[config.mk]
export PLATFORM = sky130hd
export DESIGN_NAME = rre_execute
export DESIGN_NICKNAME = d
export VERILOG_FILES = /design/src/pkg/rre_pkg.sv /design/src/pkg/rre_alu_if.sv /design/src/rre_execute.sv /design/src/rre_rotate_unit.sv
export SDC_FILE = /design/constraint.sdc
export NUM_CORES = 1
export LEC_CHECK = 0
export ABC_AREA = 1
export BUFFER_PORTS_ARGS = -buffer_cell sky130_fd_sc_hd__buf_2
export CORE_AREA = 3 3 97 99
export CTS_CLUSTER_SIZE = 28
export DETAILED_ROUTE_END_ITERATION = 7
export DIE_AREA = 0 0 100 102
export PLACE_DENSITY_LB_ADDON = 0.2
export RECOVER_POWER = 25
export SLEW_MARGIN = 20
export SYNTH_ARGS = -nofsm -noshare
export SYNTH_HDL_FRONTEND = slang
export SYNTH_SLANG_ARGS = --single-unit
[constraint.sdc]
create_clock -name clk_sys -period 2 [get_ports clk_sys]
set_clock_uncertainty 0.1 [all_clocks]
set_input_delay 0.2 -clock clk_sys [delete_from_list [all_inputs] [get_ports clk_sys]]
set_output_delay 0.2 -clock clk_sys [all_outputs]
set_load 0.01 [all_outputs]
[src/pkg/rre_pkg.sv]
// constants and types shared by the rotate-right execute unit
package rre_pkg;

   // register port offsets (word index on the plain register port)
   localparam logic [3:0] OFS_CTRL = 4'h0;
   localparam logic [3:0] OFS_BANK_SEL = 4'h1;
   localparam logic [3:0] OFS_INDEX_BASE = 4'h2;
   localparam logic [3:0] OFS_WREG = 4'h3;
   localparam logic [3:0] OFS_STATUS = 4'h4;
   localparam logic [3:0] OFS_LAST_ADDR = 4'h5;

   // control register fields
   localparam int CTRL_EXT_BIT = 0;

   // status register fields
   localparam int ST_CARRY_BIT = 0;
   localparam int ST_ZERO_BIT = 1;
   localparam int ST_NEG_BIT = 2;
   localparam int ST_BADOP_BIT = 7;

   // reset values
   localparam logic CTRL_EXT_RST = 1'b0;
   localparam logic [3:0] BANK_SEL_RST = 4'h0;
   localparam logic [11:0] INDEX_BASE_RST = 12'h000;
   localparam logic [7:0] WREG_RST = 8'h00;

   // instruction word fields
   localparam int OPC_MSB = 15;
   localparam int OPC_LSB = 10;
   localparam int DEST_BIT = 9;
   localparam int ACCESS_BIT = 8;
   localparam logic [5:0] OPC_ROT_NOCARRY = 6'h10;
   localparam logic [5:0] OPC_ROT_THRU = 6'h0C;

   // access bank split and bank numbers
   localparam logic [7:0] ACCESS_LIMIT = 8'h5F;
   localparam logic [3:0] LOW_BANK = 4'h0;
   localparam logic [3:0] SFR_BANK = 4'hF;

   // one instruction cycle is four clocks, one per quarter
   typedef enum logic [1:0] {
      PH_Q1 = 2'b00,
      PH_Q2 = 2'b01,
      PH_Q3 = 2'b10,
      PH_Q4 = 2'b11
   } rre_phase_type;

   // instruction kind held while it is in flight
   typedef enum logic [1:0] {
      OP_NONE = 2'b00,
      OP_NOCARRY = 2'b01,
      OP_THRU = 2'b10
   } rre_op_type;

endpackage

[src/pkg/rre_alu_if.sv]
// carrier between the execute sequencer and the rotate datapath
`timescale 1ns/1ps
`default_nettype none
interface rre_alu_if;
   logic [7:0] operand;
   logic carry_in;
   logic through_carry;
   logic [7:0] result;
   logic carry_out;
   logic neg;
   logic zero;

   // sequencer drives operand and mode, datapath answers
   modport core (output operand, output carry_in, output through_carry,
                 input result, input carry_out, input neg, input zero);
   modport alu (input operand, input carry_in, input through_carry,
                output result, output carry_out, output neg, output zero);
endinterface
`default_nettype wire

[src/rre_execute.sv]
// rotate-right execute unit: quarter sequencer, operand addressing, registers
//
// Local design decisions: the register addresses and the plain strobed port.
`timescale 1ns/1ps
`default_nettype none
// Overview of operation
// - With the access flag clear the operand sits in the access bank unless indexed, and the bank select is ignored; with it set that register picks the bank.
// - With the access flag clear, the extended set on and a file operand of 95 or less, the operand address is the index base plus the operand.
// - The no-carry rotate (opcode 010000) moves every bit right one place, copies bit 0 into bit 7 and updates only the sign and zero flags.
// - A destination bit of 0 sends the result to the working accumulator, a 1 writes it back to the source file register.
// - The through-carry rotate (opcode 001100) moves old bit 0 into carry and old carry into bit 7, updating carry, sign and zero.
module rre_execute (
   // clock and reset
   input wire logic clk_sys,
   input wire logic reset,
   // register port
   input wire logic [3:0] reg_addr,
   input wire logic [15:0] reg_wdata,
   input wire logic reg_wr,
   input wire logic reg_rd,
   output logic [15:0] reg_rdata,
   // instruction from the decoder
   input wire logic [15:0] instr_word,
   input wire logic instr_valid,
   output logic instr_ready,
   output logic instr_done,
   // data register file
   output logic [11:0] file_addr,
   output logic file_rd_en,
   input wire logic [7:0] file_rd_data,
   output logic file_wr_en,
   output logic [7:0] file_wr_data
);

   // quarter sequencer state
   rre_pkg::rre_phase_type phase_r;
   rre_pkg::rre_phase_type phase_nxt;

   // software-visible state
   logic ext_en_r;
   logic [3:0] bank_sel_r;
   logic [11:0] index_base_r;
   logic [7:0] wreg_r;
   logic carry_r;
   logic zero_r;
   logic neg_r;
   logic bad_op_r;
   logic [15:0] reg_rdata_r;

   // instruction in flight
   rre_pkg::rre_op_type op_r;
   logic dest_r;
   logic busy_r;
   logic [11:0] file_addr_r;
   logic rd_en_r;
   logic wr_en_r;
   logic done_r;
   logic [7:0] operand_r;
   logic [7:0] result_r;
   logic res_carry_r;
   logic res_zero_r;
   logic res_neg_r;

   // decode of the word offered in the first quarter
   wire logic accept;
   wire logic [5:0] in_opc;
   wire logic [7:0] in_f;
   wire logic in_access;
   wire logic is_nocarry;
   wire logic is_thru;
   wire logic use_indexed;
   wire logic [11:0] access_addr;
   wire logic [11:0] indexed_addr;
   wire logic [11:0] banked_addr;
   wire logic [11:0] resolved_addr;
   wire rre_pkg::rre_op_type in_op;

   // register port decode
   wire logic wr_ctrl;
   wire logic wr_bank;
   wire logic wr_index;
   wire logic wr_wreg;
   wire logic wr_status;
   wire logic [15:0] rd_mux;

   // commit point at the end of the fourth quarter
   wire logic commit;
   wire logic commit_w;
   wire logic commit_flags;

   rre_alu_if alu_bus ();

   rre_rotate_unit u_rotate (
      .alu_port(alu_bus.alu)
   );

   // decoder is only heard in the first quarter, so one word per cycle
   assign instr_ready = (phase_r == rre_pkg::PH_Q1);
   assign accept = instr_ready & instr_valid;
   assign in_opc = instr_word[rre_pkg::OPC_MSB:rre_pkg::OPC_LSB];
   assign in_f = instr_word[7:0];
   assign in_access = ~instr_word[rre_pkg::ACCESS_BIT];
   assign is_nocarry = (in_opc == rre_pkg::OPC_ROT_NOCARRY);
   assign is_thru = (in_opc == rre_pkg::OPC_ROT_THRU);
   assign in_op = is_nocarry ? rre_pkg::OP_NOCARRY :
                  is_thru ? rre_pkg::OP_THRU : rre_pkg::OP_NONE;

   // operand address: access bank, indexed literal offset or banked
   assign access_addr = (in_f > rre_pkg::ACCESS_LIMIT) ? {rre_pkg::SFR_BANK, in_f}
                                                       : {rre_pkg::LOW_BANK, in_f};
   assign use_indexed = in_access & ext_en_r & (in_f <= rre_pkg::ACCESS_LIMIT);
   assign indexed_addr = index_base_r + {4'h0, in_f}; // wraps inside the 4K space
   assign banked_addr = {bank_sel_r, in_f};
   assign resolved_addr = !in_access ? banked_addr :
                          use_indexed ? indexed_addr : access_addr;

   // datapath sees the byte the register file returns in the third quarter
   assign alu_bus.operand = file_rd_data;
   assign alu_bus.carry_in = carry_r;
   assign alu_bus.through_carry = (op_r == rre_pkg::OP_THRU);

   // results land on the fourth-quarter edge
   assign commit = (phase_r == rre_pkg::PH_Q4) & done_r;
   assign commit_flags = commit & (op_r != rre_pkg::OP_NONE);
   assign commit_w = commit_flags & ~dest_r;

   // register port decode; hardware updates win over these writes
   assign wr_ctrl = reg_wr & (reg_addr == rre_pkg::OFS_CTRL);
   assign wr_bank = reg_wr & (reg_addr == rre_pkg::OFS_BANK_SEL);
   assign wr_index = reg_wr & (reg_addr == rre_pkg::OFS_INDEX_BASE);
   assign wr_wreg = reg_wr & (reg_addr == rre_pkg::OFS_WREG);
   assign wr_status = reg_wr & (reg_addr == rre_pkg::OFS_STATUS);
   assign rd_mux = (reg_addr == rre_pkg::OFS_CTRL) ? {15'h0000, ext_en_r} :
                   (reg_addr == rre_pkg::OFS_BANK_SEL) ? {12'h000, bank_sel_r} :
                   (reg_addr == rre_pkg::OFS_INDEX_BASE) ? {4'h0, index_base_r} :
                   (reg_addr == rre_pkg::OFS_WREG) ? {8'h00, wreg_r} :
                   (reg_addr == rre_pkg::OFS_STATUS) ?
                      {8'h00, bad_op_r, 4'h0, neg_r, zero_r, carry_r} :
                   (reg_addr == rre_pkg::OFS_LAST_ADDR) ? {4'h0, file_addr_r} :
                   16'h0000; // unmapped reads as zero

   // outputs
   assign reg_rdata = reg_rdata_r;
   assign instr_done = done_r;
   assign file_addr = file_addr_r;
   assign file_rd_en = rd_en_r;
   assign file_wr_en = wr_en_r;
   assign file_wr_data = result_r;

   // quarters advance every clock, one instruction cycle per four clocks
   always_comb begin
      case (phase_r)
         rre_pkg::PH_Q1: phase_nxt = rre_pkg::PH_Q2;
         rre_pkg::PH_Q2: phase_nxt = rre_pkg::PH_Q3;
         rre_pkg::PH_Q3: phase_nxt = rre_pkg::PH_Q4;
         rre_pkg::PH_Q4: phase_nxt = rre_pkg::PH_Q1;
         default: phase_nxt = rre_pkg::PH_Q1;
      endcase
   end

   always_ff @(posedge clk_sys or posedge reset) begin
      if (reset) begin
         phase_r <= rre_pkg::PH_Q1;
      end else begin
         phase_r <= phase_nxt;
      end
   end

   // first quarter: decode and present the operand address for the read
   always_ff @(posedge clk_sys or posedge reset) begin
      if (reset) begin
         op_r <= rre_pkg::OP_NONE;
         dest_r <= 1'b0;
         busy_r <= 1'b0;
         file_addr_r <= 12'h000;
         rd_en_r <= 1'b0;
      end else begin
         rd_en_r <= accept & (in_op != rre_pkg::OP_NONE);
         if (accept) begin
            op_r <= in_op;
            dest_r <= instr_word[rre_pkg::DEST_BIT];
            busy_r <= 1'b1;
            file_addr_r <= resolved_addr;
         end else if (commit) begin
            busy_r <= 1'b0;
         end
      end
   end

   // third quarter: the read data is back, rotate it and hold the outcome
   always_ff @(posedge clk_sys or posedge reset) begin
      if (reset) begin
         operand_r <= 8'h00;
         result_r <= 8'h00;
         res_carry_r <= 1'b0;
         res_zero_r <= 1'b0;
         res_neg_r <= 1'b0;
         wr_en_r <= 1'b0;
         done_r <= 1'b0;
      end else begin
         wr_en_r <= 1'b0;
         done_r <= 1'b0;
         if ((phase_r == rre_pkg::PH_Q3) && busy_r) begin
            operand_r <= file_rd_data;
            result_r <= alu_bus.result;
            res_carry_r <= alu_bus.carry_out;
            res_zero_r <= alu_bus.zero;
            res_neg_r <= alu_bus.neg;
            wr_en_r <= dest_r & (op_r != rre_pkg::OP_NONE);
            done_r <= 1'b1;
         end
      end
   end

   // software settings; no hardware source competes for these
   always_ff @(posedge clk_sys or posedge reset) begin
      if (reset) begin
         ext_en_r <= rre_pkg::CTRL_EXT_RST;
         bank_sel_r <= rre_pkg::BANK_SEL_RST;
         index_base_r <= rre_pkg::INDEX_BASE_RST;
      end else begin
         if (wr_ctrl) ext_en_r <= reg_wdata[rre_pkg::CTRL_EXT_BIT];
         if (wr_bank) bank_sel_r <= reg_wdata[3:0];
         if (wr_index) index_base_r <= reg_wdata[11:0];
      end
   end

   // accumulator and flags: the instruction result wins over a software write
   always_ff @(posedge clk_sys or posedge reset) begin
      if (reset) begin
         wreg_r <= rre_pkg::WREG_RST;
         carry_r <= 1'b0;
         zero_r <= 1'b0;
         neg_r <= 1'b0;
         bad_op_r <= 1'b0;
      end else begin
         if (commit_w) wreg_r <= result_r;
         else if (wr_wreg) wreg_r <= reg_wdata[7:0];
         if (commit_flags) begin
            if (op_r == rre_pkg::OP_THRU) carry_r <= res_carry_r;
            zero_r <= res_zero_r;
            neg_r <= res_neg_r;
         end else if (wr_status) begin
            carry_r <= reg_wdata[rre_pkg::ST_CARRY_BIT];
            zero_r <= reg_wdata[rre_pkg::ST_ZERO_BIT];
            neg_r <= reg_wdata[rre_pkg::ST_NEG_BIT];
         end
         // unknown opcode is sticky, write 1 clears, a new one wins
         if (commit && (op_r == rre_pkg::OP_NONE)) bad_op_r <= 1'b1;
         else if (wr_status && reg_wdata[rre_pkg::ST_BADOP_BIT]) bad_op_r <= 1'b0;
      end
   end

   // read data stands in the cycle after the strobe only
   always_ff @(posedge clk_sys or posedge reset) begin
      if (reset) begin
         reg_rdata_r <= 16'h0000;
      end else begin
         reg_rdata_r <= reg_rd ? rd_mux : 16'h0000;
      end
   end

   // banked operand follows the bank select register
   bank_select_a: assert property (@(posedge clk_sys) disable iff (reset)
      accept && instr_word[rre_pkg::ACCESS_BIT]
      |=> file_addr == {$past(bank_sel_r), $past(instr_word[7:0])})
      else $error("banked address does not follow bank select");

   // access bank ignores bank select unless indexing applies
   access_bank_a: assert property (@(posedge clk_sys) disable iff (reset)
      accept && !instr_word[rre_pkg::ACCESS_BIT]
      && (!ext_en_r || instr_word[7:0] > rre_pkg::ACCESS_LIMIT)
      |=> file_addr == (($past(instr_word[7:0]) > rre_pkg::ACCESS_LIMIT)
                        ? {rre_pkg::SFR_BANK, $past(instr_word[7:0])}
                        : {rre_pkg::LOW_BANK, $past(instr_word[7:0])}))
      else $error("access bank address wrong");

   // indexed literal offset adds the operand to the index base
   indexed_offset_a: assert property (@(posedge clk_sys) disable iff (reset)
      accept && !instr_word[rre_pkg::ACCESS_BIT] && ext_en_r
      && instr_word[7:0] <= rre_pkg::ACCESS_LIMIT
      |=> file_addr == 12'($past(index_base_r) + {4'h0, $past(instr_word[7:0])}))
      else $error("indexed address wrong");

   // no-carry rotate copies bit 0 to the top and keeps carry
   nocarry_rotate_a: assert property (@(posedge clk_sys) disable iff (reset)
      commit && op_r == rre_pkg::OP_NOCARRY
      |-> result_r == {operand_r[0], operand_r[7:1]}
          ##1 carry_r == $past(carry_r) && zero_r == ($past(result_r) == 8'h00))
      else $error("no-carry rotate wrong");

   // destination bit steers the result
   dest_select_a: assert property (@(posedge clk_sys) disable iff (reset)
      commit_flags
      |-> (file_wr_en == dest_r) ##1 (!$past(dest_r) -> wreg_r == $past(result_r)))
      else $error("destination select wrong");

   // through-carry rotate swaps bit 0 and carry
   thru_carry_a: assert property (@(posedge clk_sys) disable iff (reset)
      commit && op_r == rre_pkg::OP_THRU
      |-> result_r[7] == $past(carry_r) && result_r[6:0] == operand_r[7:1]
          ##1 carry_r == $past(operand_r[0]) && neg_r == $past(result_r[7]))
      else $error("through-carry rotate wrong");

   // read in the second quarter, done in the fourth, then ready again in the next first quarter
   quarter_order_a: assert property (@(posedge clk_sys) disable iff (reset)
      accept && in_op != rre_pkg::OP_NONE
      |=> file_rd_en && !instr_done ##1 !file_rd_en ##1 instr_done ##1 !instr_done && instr_ready)
      else $error("quarter sequence broken");

endmodule
`default_nettype wire

[src/rre_rotate_unit.sv]
// combinational rotate-right datapath with flag outputs
`timescale 1ns/1ps
`default_nettype none
module rre_rotate_unit (
   // operand in, rotated byte and flags out
   rre_alu_if.alu alu_port
);
   // both flavours shift right; only the bit entering the top differs
   function automatic logic [7:0] rot_right(input logic [7:0] v, input logic top);
      rot_right = {top, v[7:1]};
   endfunction

   wire logic top_bit;
   wire logic [7:0] rotated;

   // no-carry copies bit 0 round, through-carry brings in the old carry
   assign top_bit = alu_port.through_carry ? alu_port.carry_in : alu_port.operand[0];
   assign rotated = rot_right(alu_port.operand, top_bit);

   // flags follow the rotated byte; the no-carry form leaves carry alone
   assign alu_port.result = rotated;
   assign alu_port.carry_out = alu_port.through_carry ? alu_port.operand[0]
                                                      : alu_port.carry_in;
   assign alu_port.neg = rotated[7];
   assign alu_port.zero = (rotated == 8'h00);
endmodule
`default_nettype wire
* Word level (Yosys, flattened, before mapping)
Cells that the tools add are included.
** Word-level totals
- Register bits :: 73
- Bits of input ports :: 49
- Output and inout port bits :: 40
- Logic and storage cells :: 95
** Operators by class
- Add/subtract/negate cells :: 1
- Magnitude comparators :: 2
- Eq/ne operators :: 12
- Multiplexer cells :: 30
- Bitwise operators :: 15
- Reduce and logical (&&, ||, !) cells :: 14
** Operator list (count)
- $mux W12 :: 10
- $mux W8 :: 2
- $mux W1 :: 15
- $and A1 B1 Y1 :: 13
- $add A12 B8 Y12 :: 1
- $reduce_bool A2 Y1 :: 6
- $eq A4 B2 Y1 const B :: 2
- $eq A4 B3 Y1 const B :: 2
- $gt A8 B7 Y1 const B :: 1
- $le A8 B7 Y1 const B :: 1
- $logic_not A8 Y1 :: 1
- $pmux W2 S4 :: 1
- $eq A2 B2 Y1 const B :: 3
- $eq A6 B4 Y1 const B :: 1
- $eq A6 B5 Y1 const B :: 1
- $eq A4 B1 Y1 const B :: 1
- $logic_not A2 Y1 :: 2
- $logic_not A4 Y1 :: 1
- $mux W2 :: 2
- $logic_and A1 B1 Y1 :: 3
- $eq A2 B1 Y1 const B :: 1
- $ne A2 B1 Y1 const B :: 1
- $not A1 Y1 :: 2
- $reduce_and A2 Y1 :: 1

* Depth between registers and ports, before layout
- Depth after elaboration :: 8
- Mapped depth :: 11

* Cells and area by module
Synthesis repeated with hierarchy kept, for this count alone.
** Second synthesis, totals
- Cells, all modules :: 522
- Area total of the unflattened synthesis :: 4119.0 um2
** Modules (own cells, without submodules)
- rre_execute :: times used 1, cells an instance 500, area each 3993.8 um2, sequential area each 1826.8 um2
- rre_rotate_unit :: times used 1, cells an instance 22, area each 125.1 um2, sequential area each 0.0 um2

* Least setup slack after synthesis
OpenSTA, ideal clock, no wires.
- Path type :: register to register
- Start :: reg index_base_r[0]
- End :: reg file_addr_r[6], in the netlist file_addr[6]
- Library setup time :: 0.087 ns
- Arrival :: 1.533 ns
- Required time :: 1.813 ns
- Setup slack :: 0.279 ns
- Stages on the path, launching flop included :: 11
- Path buffers :: 0
- Path through :: dfrtp_1 ha_1 inv_1 fa_1 inv_1 nand3_1 nand3_1 nand2_1 nand3b_1 nand3_1 a22oi_1
** Between the ends
- Word-level cells in the longest chain between the ends :: 3
** Ends and longest elaborated chain
- start, declared :: line rre_execute.sv:42 : logic [11:0] index_base_r;
- start signal, assigned :: line rre_execute.sv:220 : index_base_r <= rre_pkg::INDEX_BASE_RST;
- start signal, assigned :: line rre_execute.sv:224 : if (wr_index) index_base_r <= reg_wdata[11:0];
- $add A12 B8 Y12 :: line rre_execute.sv:112 : assign indexed_addr = index_base_r + {4'h0, in_f};
- $mux W12 :: line rre_execute.sv:115 : use_indexed ? indexed_addr : access_addr;
- $mux W12 :: line rre_execute.sv:114 : assign resolved_addr = !in_access ? banked_addr :
- end signal, assigned :: line rre_execute.sv:183 : file_addr_r <= resolved_addr;
- end, declared :: line rre_execute.sv:54 : logic [11:0] file_addr_r;
No other way between the ends.
A chain may end at the register's enable or synchronous reset.

* Final worst setup path
- Start :: reg index_base_r[5]
- End :: reg file_addr_r[10], in the netlist file_addr[10]
Same word-level chain as after synthesis.

==> key figures <==
Pwr
  – Power Density: 827 mW/mm2
  – Max VDD drop: 0.500 mV
  – P_leak: 0.00251 uW

Global route
  – Initial antenna violation count: 0
  – Tot GR Track Use: 21.2%
  – Vias in the first global route: 3469
  – Largest net degree at the start of global routing: 73
  – First-pass GRT wire length: 16700 um
  – Grt ovf: 0

Layout
  – Synth-to-layout area growth: 22.9%
  – Share of cells above drive strength 1: 22.4%
  – Ant diodes: 0
  – Final instance area: 0.00477 mm2
  – Fin nets: 655

Floorplan
  – Die Span Y: 102 um
  – Starting Density: 44.9%
  – Die Width: 100 um
  – Core Area: 0.00864 mm2
  – Rows: 34
  – Die ar.: 0.0102 mm2
  – IO Count: 89

Critical path
  – CP endpoint: file_addr[10]$_DFFE_PP0P_
  – Cell Chain, Critical Path: ha_1, a21oi_1, nand2_1, nand2_1, nand3_1, nand2_1, nand3_1, a21oi_1
  – CP max stage delay: 0.44 ns
  – CP arrival: 2.02 ns
  – Worst R2R End: file_addr[10]$_DFFE_PP0P_
  – Maximum fanout along the worst path: 5
  – Worst R2R Start: index_base_r[5]$_DFFE_PP0P_
  – Critical path required time: 2.18 ns
  – CP max-delay cell: dfrtp_1
  – Crit path top cell by count: nand2_1
  – Reg2reg path depth: 8
  – FF-to-FF setup slack: 0.16 ns
  – Setup crit end kind: flop
  – Worst Setup SP: index_base_r[5]$_DFFE_PP0P_
  – Startpoint types: flop
  – Critical path class: reg -> reg

Drt
  – Final WL: 10300 um
  – DRT antenna net count: 0
  – Total number of vias: 3625
  – Vias per cell: 5.13
  – Drt wl/cell: 14.6 um
  – Drt drc: 0
  – Drt pass-1 iters: 4
  – 1st-iter DRT viols: 240

Timing
  – Slew Limit Fails: 0
  – Crit share post-route: 91.9%
  – Slew margin rel.: 35.0%
  – Setup violators final: 0
  – Final Hold Fails: 0
  – FMAX: 544 MHz
  – Min cycle time layout: 1.84 ns
  – Slew of the pin with the lowest slew margin: 0.975 ns
  – Setup ws final: 0.162 ns

Placement
  – GP Congestion: 0.864
  – Worst slack, placed: 0.0832 ns
  – Buffers added on ports: 80
  – Final HPWL from detailed placement: 7820 um
  – Placed Area: 0.00440 mm2

Clock tree
  – Clk sinks: 72
  – Num CTS Buffers: 9
  – H-tree depth: 3
  – CTS tree: built
  – Worst-path clk slew: 0.08 ns
  – Longest Clk Path Bufs: 2
  – Worst skew pair latency: 0.35 ns
  – Clock root buffer: clkbuf_8

Flow run
  – Max Cap Violations: 0

Synth
  – Post-Synthesis Cells: 493
  – Syn Area/Cell: 7.87 um2
  – Mapped cell area: 0.00388 mm2
  – Synth top area share: 46.4%
  – Dominant cells by area after synthesis: dfrtp_1 (46%), nand2_1 (12%), inv_1 (5.7%), o21ai_0 (5.4%), nor2_1 (4.0%)
  – Synth warn: 0
  – Register area share after synthesis: 46.4%
  – Distinct cells, synth: 37
  – Number of synthesized register bits: 72
  – Largest area contributor in the netlist: dfrtp_1

Status
  – Outcome: finished clean

Worst hold path
  – Min-Delay Path Class: in -> reg
  – Hold Startpoint: reg_wdata[6]
## sequential cells by signal, indices dropped and copies added (netlist names), 2 cells and up
signal	flops
file_addr	12
index_base_r	12
reg_rdata	12
file_wr_data	8
wreg_r	8
bank_sel_r	4
op_r	2
phase_r	2
## repair_timing
action	4_1_cts	5_1_grt
hold buffers	13	0
endpoints found under the setup margin	0	4
buffers inserted	0	1
gates resized for setup	0	6
hold endpoints to repair	86	0
## cell families (layout without fill, tap and decap cells)
family | Yosys count | in the layout | synth area share (%)
buffers and inverters | 77 | 180 | 8.64
DFF | 72 | 72 | 46.4
other | 1 | 4 | 0.0967
xor gates and xnor gates | 3 | 3 | 0.677
AOI/OAI and AO/OA | 106 | 106 | 15.5
and+or+nand+nor | 222 | 222 | 24.5
adders and majority gates | 12 | 12 | 4.06
## routing by layer
layer  up-vias  track usage (%)  wire length (um)  part of all wire [%]
met4         0             8.91               293                   2.8
met3        19             3.96               706                   6.8
li1       1802                -                 -                     -
met5         -                0                 0                     0
met2       119             33.5              4670                    45
met1      1685             28.7              4670                    45
## cells in the final DEF, fill, tap and decap left out, types with 3 or more instances in the layout
master	n
inv_1	58
o211ai_1	4
nor2_1	41
clkbuf_1	3
nand2_1	125
nand3_1	29
ha_1	7
dfrtp_1	72
buf_4	6
nand2_2	7
dlygate4sd3_1	13
a21oi_1	30
xor2_1	3
a211oi_1	4
o21ai_1	8
conb_1	4
nor3_1	4
buf_2	79
inv_2	4
o21ai_2	8
nand4_1	6
o21ai_0	42
clkbuf_8	9
## cell type report
cell class | instances | area (um2)
multi-input combinational | 347 | 1790
clock inverter | 5 | 81.3
fill | 847 | 3870
sequential | 72 | 1800
tap | 108 | 135
clock buffer | 11 | 131
timing repair buffer | 100 | 582
inverter | 64 | 246
## worst min-delay path by stage
stage	slack [ns]	to	cells past startpoint
finish	0.01	index_base_r[6]$_DFFE_PP0P_	3
global route	0.03	index_base_r[6]$_DFFE_PP0P_	3
CTS	0.0006	index_base_r[6]$_DFFE_PP0P_	3
detailed placement	0.24	op_r[0]$_DFFE_PP0P_	3
global placement	0.23	file_rd_en$_DFF_PP0_	3
floorplan	0.20	reg_rdata[4]$_DFF_PP0_	2
## where the power goes
group	switching, uW	internal (uW)
Combinational	509	353
Sequential	180	1650
Clock	555	704
Total	1240	2700
## cells in the mapped netlist
cell type,instances
inv_1,59
nor2_1,41
fa_1,1
dfrtp_1,72
nand3b_1,1
conb_1,1
nor3_1,4
o211ai_1,4
nor2_4,2
buf_2,2
clkbuf_1,3
nand2_2,6
inv_2,4
nand2_1,126
o21ai_2,8
or2_2,1
a21oi_1,30
a31oi_1,2
xor2_1,3
o22ai_1,2
nand3_2,1
o21ai_0,42
o31ai_1,1
nand3_1,30
nand4_1,6
nand2_4,1
inv_4,1
a21o_1,2
nor3_2,1
buf_4,5
a22oi_1,1
nor2_2,2
o21ai_1,8
ha_1,11
a41oi_1,2
a211oi_1,4
buf_6,3
## per-stage QoR
step	total power [uW]	instances	hold WS [ns]	TNS, ns	utilization (%)
2_1_floorplan	2350	496	0.204	0	-
3_3_place_gp	2650	677	0.233	0	50.9
3_5_place_dp	2660	677	0.244	0	50.9
4_1_cts	3950	706	0.000594	0	54.9
5_1_grt	4180	707	0.0250	-0.000637	55.2
6_report	3950	707	0.0135	0	55.2
## worst max-delay path, delay by kind of cell, from the launching register on
kind,cells,cell delay [ns]
AOI/OAI and AO/OA,2,0.44
and+or+nand+nor,5,0.40
adders and majority gates,1,0.38
DFF,1,0.44
Note: power is estimated with default switching activity, not from simulation.
